### config.mk
export PLATFORM = sky130hd
export DESIGN_NAME = gpio_port
export DESIGN_NICKNAME = d
export VERILOG_FILES = /design/src/hdl/gpio_port.v
export VERILOG_INCLUDE_DIRS = /design/src /design/src/hdl
export SDC_FILE = /design/constraint.sdc
export NUM_CORES = 1
export LEC_CHECK = 0
export BUFFER_PORTS_ARGS = -buffer_cell sky130_fd_sc_hd__buf_4
export CAP_MARGIN = 20
export CORE_MARGIN = 4
export CORE_UTILIZATION = 45
export CTS_CLUSTER_SIZE = 30
export DETAILED_ROUTE_END_ITERATION = 8
export PLACE_DENSITY = 0.74
export SKIP_LAST_GASP = 1
export SYNTH_ARGS = -nofsm -noshare
export SYNTH_HDL_FRONTEND = slang
export SYNTH_SLANG_ARGS = --single-unit
### constraint.sdc
create_clock -name pclk -period 3.15 [get_ports pclk]
set_clock_uncertainty 0.1 [all_clocks]
set_input_delay 0.4725 -clock pclk [delete_from_list [all_inputs] [get_ports pclk]]
set_output_delay 0.4725 -clock pclk [all_outputs]
set_load 0.02 [all_outputs]
### src/hdl/gpio_port_map.vh
`ifndef GPIO_PORT_MAP_VH
`define GPIO_PORT_MAP_VH

// ==========================================================================
// register indices (byte address = index * 4)
// ==========================================================================
`define IDX_OUTPUT_VALUE       6'h00
`define IDX_PIN_DIRECTION      6'h02
`define IDX_PIN_LEVELS         6'h04
`define IDX_INPUT_PATH_ENABLE  6'h06
`define IDX_CONFIG_WRITE_LOCK  6'h08
`define IDX_EDGE_EVENT_FLAGS   6'h30
`define IDX_SOURCE_ENABLES     6'h34
`define IDX_ENABLE_BY_VECTOR   6'h38
`define IDX_DISABLE_BY_VECTOR  6'h3A
`define IDX_NESTING_THRESHOLD  6'h3C
`define IDX_ACTIVE_VECTOR      6'h3E

// ==========================================================================
// field positions
// ==========================================================================
`define PORT_MSB               7
`define EVT_MSB                15
`define VNO_EN_MSB             3
`define VNO_MSB                4

// ==========================================================================
// reset values
// ==========================================================================
`define RST_PORT               8'h00
`define RST_EVT                16'h0000
`define RST_THRESHOLD          5'h08
`define NO_VECTOR              5'h10

`endif

### src/hdl/gpio_port.v
`timescale 1ns/1ps
`include "gpio_port_map.vh"

module gpio_port #(
    parameter ADDR_W = 8
) (
    // apb clock and reset
    input  wire              pclk,
    input  wire              presetn,
    // apb slave
    input  wire              psel,
    input  wire              penable,
    input  wire              pwrite,
    input  wire [ADDR_W-1:0] paddr,
    input  wire [31:0]       pwdata,
    output reg  [31:0]       prdata,
    output reg               pready,
    output reg               pslverr,
    // port pins
    input  wire [7:0]        pin_in,
    output reg  [7:0]        pin_out,
    output reg  [7:0]        pin_oe,
    // interrupt
    output reg               irq
);

    // ======================================================================
    // state
    // ======================================================================
    reg  [7:0]  out_q;
    reg  [7:0]  dir_q;
    reg  [7:0]  ie_q;
    reg  [7:0]  lock_q;
    reg  [7:0]  sync1_q;
    reg  [7:0]  sync2_q;
    reg  [7:0]  prev_q;
    reg  [15:0] flags_q;
    reg  [15:0] en_q;
    reg  [4:0]  thr_q;

    wire [7:0]  levels;
    wire [15:0] evt_set;
    wire [15:0] pend_en;
    wire [15:0] below_thr;
    reg  [4:0]  vno;
    integer     k;

    // ======================================================================
    // apb decode
    // ======================================================================
    wire        access = psel & penable;
    wire        done   = access & pready;
    wire        wr_go  = done & pwrite;
    wire [5:0]  idx    = paddr[7:2];
    wire        aligned = (paddr[1:0] == 2'b00);

    reg         hit;
    reg  [15:0] rdata;

    always @* begin
        hit   = aligned;
        rdata = 16'h0000;
        if (idx == `IDX_OUTPUT_VALUE) begin
            rdata = {8'h00, out_q};
        end else if (idx == `IDX_PIN_DIRECTION) begin
            rdata = {8'h00, dir_q};
        end else if (idx == `IDX_PIN_LEVELS) begin
            rdata = {8'h00, levels};
        end else if (idx == `IDX_INPUT_PATH_ENABLE) begin
            rdata = {8'h00, ie_q};
        end else if (idx == `IDX_CONFIG_WRITE_LOCK) begin
            rdata = {8'h00, lock_q};
        end else if (idx == `IDX_EDGE_EVENT_FLAGS) begin
            rdata = flags_q;
        end else if (idx == `IDX_SOURCE_ENABLES) begin
            rdata = en_q;
        end else if (idx == `IDX_ENABLE_BY_VECTOR) begin
            rdata = 16'h0000;
        end else if (idx == `IDX_DISABLE_BY_VECTOR) begin
            rdata = 16'h0000;
        end else if (idx == `IDX_NESTING_THRESHOLD) begin
            rdata = {11'h000, thr_q};
        end else if (idx == `IDX_ACTIVE_VECTOR) begin
            rdata = {11'h000, vno};
        end else begin
            hit = 1'b0;
        end
    end

    wire wr_out  = wr_go & hit & (idx == `IDX_OUTPUT_VALUE);
    wire wr_dir  = wr_go & hit & (idx == `IDX_PIN_DIRECTION);
    wire wr_ie   = wr_go & hit & (idx == `IDX_INPUT_PATH_ENABLE);
    wire wr_lock = wr_go & hit & (idx == `IDX_CONFIG_WRITE_LOCK);
    wire wr_flag = wr_go & hit & (idx == `IDX_EDGE_EVENT_FLAGS);
    wire wr_en   = wr_go & hit & (idx == `IDX_SOURCE_ENABLES);
    wire wr_ven  = wr_go & hit & (idx == `IDX_ENABLE_BY_VECTOR);
    wire wr_vdis = wr_go & hit & (idx == `IDX_DISABLE_BY_VECTOR);
    wire wr_thr  = wr_go & hit & (idx == `IDX_NESTING_THRESHOLD);
    wire wr_vno  = wr_go & hit & (idx == `IDX_ACTIVE_VECTOR);

    // one wait state: pready rises on the edge after the access phase begins
    always @(posedge pclk or negedge presetn) begin
        if (!presetn) begin
            pready  <= 1'b0;
            pslverr <= 1'b0;
            prdata  <= 32'h0000_0000;
        end else if (access & ~pready) begin
            pready  <= 1'b1;
            pslverr <= ~hit;
            // refused or write transfers answer with zero data
            prdata  <= (pwrite | ~hit) ? 32'h0000_0000 : {16'h0000, rdata};
        end else begin
            pready  <= 1'b0;
            pslverr <= 1'b0;
            prdata  <= 32'h0000_0000;
        end
    end

    // ======================================================================
    // pin configuration
    // ======================================================================
    wire [7:0] wr8 = pwdata[`PORT_MSB:0];

    always @(posedge pclk or negedge presetn) begin
        if (!presetn) begin
            out_q  <= `RST_PORT;
            dir_q  <= `RST_PORT;
            ie_q   <= `RST_PORT;
            lock_q <= `RST_PORT;
        end else begin
            if (wr_out) begin
                out_q <= wr8;
            end
            if (wr_dir) begin
                dir_q <= (dir_q & lock_q) | (wr8 & ~lock_q);
            end
            if (wr_ie) begin
                ie_q <= (ie_q & lock_q) | (wr8 & ~lock_q);
            end
            if (wr_lock) begin
                lock_q <= lock_q | wr8;
            end
        end
    end

    // pins follow the registers one-to-one
    always @(posedge pclk or negedge presetn) begin
        if (!presetn) begin
            pin_out <= `RST_PORT;
            pin_oe  <= `RST_PORT;
        end else begin
            pin_out <= (wr_out ? wr8 : out_q);
            pin_oe  <= (wr_dir ? ((dir_q & lock_q) | (wr8 & ~lock_q)) : dir_q);
        end
    end

    // ======================================================================
    // input path and edge events
    // ======================================================================
    always @(posedge pclk or negedge presetn) begin
        if (!presetn) begin
            sync1_q <= 8'h00;
            sync2_q <= 8'h00;
            prev_q  <= 8'h00;
        end else begin
            sync1_q <= pin_in;
            sync2_q <= sync1_q;
            prev_q  <= sync2_q;
        end
    end

    assign levels = sync2_q & ie_q;

    genvar g;
    generate
        for (g = 0; g <= `PORT_MSB; g = g + 1) begin : g_edge
            // prev tracks the pin even while blocked, so enabling never fakes an edge
            assign evt_set[2*g]   = ie_q[g] & sync2_q[g] & ~prev_q[g];
            assign evt_set[2*g+1] = ie_q[g] & ~sync2_q[g] & prev_q[g];
        end
        for (g = 0; g <= `EVT_MSB; g = g + 1) begin : g_thr
            assign below_thr[g] = (g < thr_q);
        end
    endgenerate

    // ======================================================================
    // interrupt flags, enables, vector logic
    // ======================================================================
    assign pend_en = flags_q & en_q;

    always @* begin
        vno = `NO_VECTOR;
        for (k = `EVT_MSB; k >= 0; k = k - 1) begin
            if (pend_en[k]) begin
                vno = k[4:0];
            end
        end
    end

    reg  [15:0] flag_clr;
    reg  [15:0] en_set;
    reg  [15:0] en_clr;

    always @* begin
        flag_clr = 16'h0000;
        en_set   = 16'h0000;
        en_clr   = 16'h0000;
        if (wr_flag) begin
            flag_clr = pwdata[`EVT_MSB:0];
        end
        if (wr_vno & ~pwdata[`VNO_MSB]) begin
            flag_clr[pwdata[`VNO_EN_MSB:0]] = 1'b1;
        end
        if (wr_ven) begin
            en_set[pwdata[`VNO_EN_MSB:0]] = 1'b1;
        end
        if (wr_vdis) begin
            en_clr[pwdata[`VNO_EN_MSB:0]] = 1'b1;
        end
    end

    always @(posedge pclk or negedge presetn) begin
        if (!presetn) begin
            flags_q <= `RST_EVT;
            en_q    <= `RST_EVT;
            thr_q   <= `RST_THRESHOLD;
            irq     <= 1'b0;
        end else begin
            // a new edge wins over a clear in the same cycle
            flags_q <= (flags_q & ~flag_clr) | evt_set;
            if (wr_en) begin
                en_q <= pwdata[`EVT_MSB:0];
            end else begin
                en_q <= (en_q | en_set) & ~en_clr;
            end
            if (wr_thr) begin
                thr_q <= pwdata[`VNO_MSB:0];
            end
            irq <= |(pend_en & below_thr);
        end
    end

endmodule // gpio_port

==> impl.org <==
** GRT
- The number of antenna violations at the first check in global routing is 0.
- In the global route stage, overall resource usage came out at 24.3%.
- Entering global routing, the biggest net connects 78 pins.
- Wire length of the first global-routing pass :: approximately 28000 um
- The number of global-route vias before repair came to 5116.
- Global route total overflow :: 0

** Finish
- The multi-input combinational cells in the finished layout cover a total of between 2000 and 3000 um^2.
- Final layout net count :: 704
- Cells with a size suffix above 1 make up 23.8% of the layout.
- The area growth from synthesis to layout is 15.4%.
- Register area :: 2800 um^2
- Fillers :: about 1200
- Most frequent standard cell in the layout excluding fill and tap cells :: sky130_fd_sc_hd__dfrtp_1
- The top cell types in the final layout, fill and taps aside, are sky130_fd_sc_hd__dfrtp_1, sky130_fd_sc_hd__buf_4, sky130_fd_sc_hd__nand2_1.
- Area of all placed cells without fillers :: 6800 um^2
- # diodes :: 0

** Timing
- Static timing analysis puts the maximum clock frequency at 431 MHz.
- Setup violations remaining at the end of the flow were counted as 0.
- Total negative slack :: 0 ns
- For the pin with the worst max-slew slack, the measured transition is between 0.8 and 0.9 ns.
- In the finished design, the share of the clock period the worst path needs comes to around 74%.
- The final hold violation count is 0.
- Unrepaired setup endpoints after global routing :: no
- In this run the tightest slew margin relative to its limit is 44.1%.
- After layout, the minimum clock period comes to 2.32 ns.
- Slew Limit Fails :: 0

** Logic synthesis
- Post-synthesis cell area :: 5890 um^2
- For this run, the number of Yosys warnings is 0.
- Dominant register cell in the synthesized netlist :: sky130_fd_sc_hd__dfrtp_1
- Post-synthesis area per instance :: 9.99 um^2
- Post-synthesis cell count :: 590
- The synthesized design contains 112 register bits.
- Ys async rst share :: 100%
- Synthesis instantiated 70 different standard cells from the library.
- Number of enable flip-flop cells after synthesis :: 0
- Summing the sequential cell areas from Yosys gives 47.6% of the chip area.

** Critical path
- The slowest stage of the critical path belongs to the cell sky130_fd_sc_hd__a22oi_1.
- Critical-path maximum fanout :: 5
- Endpoint class of the critical path :: flop
- Terminus of the critical flop-to-flop path :: prdata[4]
- At the worst endpoint, the arrival time is 2.45 ns.
- The worst setup path is launched from a flop.
- Combined buffer and inverter count along the critical path :: 0
- Sequence of cells on the critical path :: a22oi_1, nand4_1, nor4b_1, o221ai_1, a311oi_1
- Data required time of the worst path :: around 3.3 ns
- Delay of the slowest cell on the worst path :: 0.47 ns
- In this run the critical register-to-register path is launched from en_q[1].
- Length in cells of the worst reg-to-reg path :: 5
- Gate family responsible for the most delay along the worst path :: compound AO/OA/AOI/OAI gates
- Critical path class :: flop to flop
- Worst reg2reg setup slack :: 0.83 ns

** Clock network
- The H-tree generated during clock tree synthesis spans 3 levels.
- Post-CTS setup repair buffer count :: 0
- In this run the clock root is driven by a sky130_fd_sc_hd__clkbuf_16.
- Worst-Skew Late Latency :: 0.36 ns
- TritonCTS built the clock tree.
- The clock drives 112 sinks.
- Maximum clock path buffer count :: 2
- Clock tree synthesis inserted a total of 9 buffers.
- Clock transition at the register clock pins on the worst setup and hold paths after CTS :: approximately 0.080 ns

** Min path
- The tightest min-delay check is of the primary input to flop type.
- Worst hold endpoint :: sync1_q[0]
- Worst hold path depth :: 1
- Worst hold path startpoint :: pin_in[0]

** Power
- IR drop worst, VDD :: about 0.29 mV
- Cell internal power was estimated by the tool at 2.09 mW.
- In this run the power density over the cells is 417 nW/um^2.
- Static power due to leakage :: 3.12 nW
- Registers are responsible for between 50% and 60% of the overall power.
- Summed over all nets, the switching power comes to 0.741 mW.
- Logic pwr share :: 7.4%
- Fraction of power spent switching nets :: 26.1%
- Part of the power in the clock network :: slightly above 40%

** Route
- Total number of vias :: 5077
- Starting DRC count in detailed routing :: 609
- Via-per-instance ratio :: 6.13
- Avg WL per Cell :: 21.2 um
- The routed design has about 18000 um of wire.
- The detail route stage leaves a number of antenna-violating nets equal to 0.
- Number of search-and-repair iterations in the first detailed-routing pass :: 5
- For this run, design rule violations remaining after detail routing come to 0.

** Flow run
- Max_cap viols :: 0

** Placed design
- Routability-driven placement finished with a final weighted congestion of 0.947.
- Detailed placement ended at an HPWL of around 12000 um.
- The count of buffers added on input and output ports is between 70 and 80.
- Post-placement cell area :: 6500 um^2

** Run status
- Status :: finished clean

** Die
- The die covers 15000 um^2.
- Number of I/O pins :: roughly 100
- Measured along the x axis, the die boundary spans 122 um.
- Height of the chip :: 122 um
- The floorplan has 41 rows.
- For this configuration, the core starts out at a cell density of between 40 and 50%.
- In this run the standard cell core region covers 12700 um^2.
==> layer usage <==
metal / vias to the layer above / GRT usage (%) / wire, um
li1: 2292 / - / -
met1: 2510 / 33.5 / 7410
met2: 240 / 38.0 / 8320
met3: 35 / 4.01 / 1340
met4: 0 / 10.4 / 492
met5: - / 0 / 0
==> cells in the mapped netlist (all sizes together), types with 4 or more instances <==
master,number,area [um^2]
inv,6,22.5
o211ai,7,52.6
nand2,53,204
o21ai,26,130
clkbuf,15,58.8
nor4,7,88.8
buf,33,236
or3,4,30.0
a22oi,15,113
nor2b,8,50.1
and2,20,125
a21o,25,188
nand2b,4,25.0
o22ai,17,106
nand4,5,43.8
a21oi,20,100
nor2,57,241
nand3,19,95.1
a31oi,15,93.8
mux2,29,327
nor3,23,131
dfrtp,111,2780
a41oi,7,61.3
a22o,11,96.3
==> stage by stage <==
step	hold slack [ns]	utilization, %	worst slack [ns]	power (mW)	std cells
final	0.111	53.5	0.831	2.84	828
after global routing	0.102	53.5	0.786	2.93	828
after CTS	0.104	53.5	0.884	2.85	828
after detailed placement	0.235	51.1	0.588	1.70	811
after global placement	0.232	51.1	0.648	1.70	811
after floorplan	0.0769	-	0.954	1.61	605
==> final cells by class <==
cell class              count  share of cell area, %
multi-input cells         439                   41.6
flip-flops and latches    112                   41.2
repair buffers             83                   9.38
clock buffers              10                   3.51
well taps                 172                   3.16
clock inverters             6                  0.828
inverters                   6                  0.331
==> power by group through the flow <==
| stage | combinational, mW | sequential, mW | clock [mW] |
|---|---|---|---|
| floorplan | 0.116 | 1.49 | 0 |
| CTS | 0.206 | 1.47 | 1.18 |
| global route | 0.227 | 1.47 | 1.24 |
| global placement | 0.201 | 1.50 | 0 |
| detailed placement | 0.205 | 1.50 | 0 |
| finish | 0.209 | 1.47 | 1.16 |
==> cells by family (layout without fill, tap and decap cells) <==
family,after synthesis,after routing,synth area share [%]
mux,30,30,5.71
buf+inv,54,105,5.39
flops,112,112,47.6
simple gates,217,217,20.3
xor+xnor,1,1,0.149
compound gates,175,175,20.8
other cells,1,16,0.0636
==> what timing repair did <==
action	4_1_cts	5_1_grt
hold buffers	1	0
setup endpoints to repair	0	0
hold endpoints to repair	34	0
resized for setup	0	0
==> how the worst max path moves through the flow <==
stage,from,to,slack [ns],cells after the start
3_3_place_gp,paddr[3],prdata[4],0.65,6
2_1_floorplan,paddr[1],en_q[13],0.95,7
5_1_grt,en_q[1],prdata[3],0.79,5
6_report,en_q[1],prdata[4],0.83,5
3_5_place_dp,paddr[3],prdata[4],0.59,6
4_1_cts,en_q[1],prdata[4],0.88,5
(Power assumes the default switching activity.)
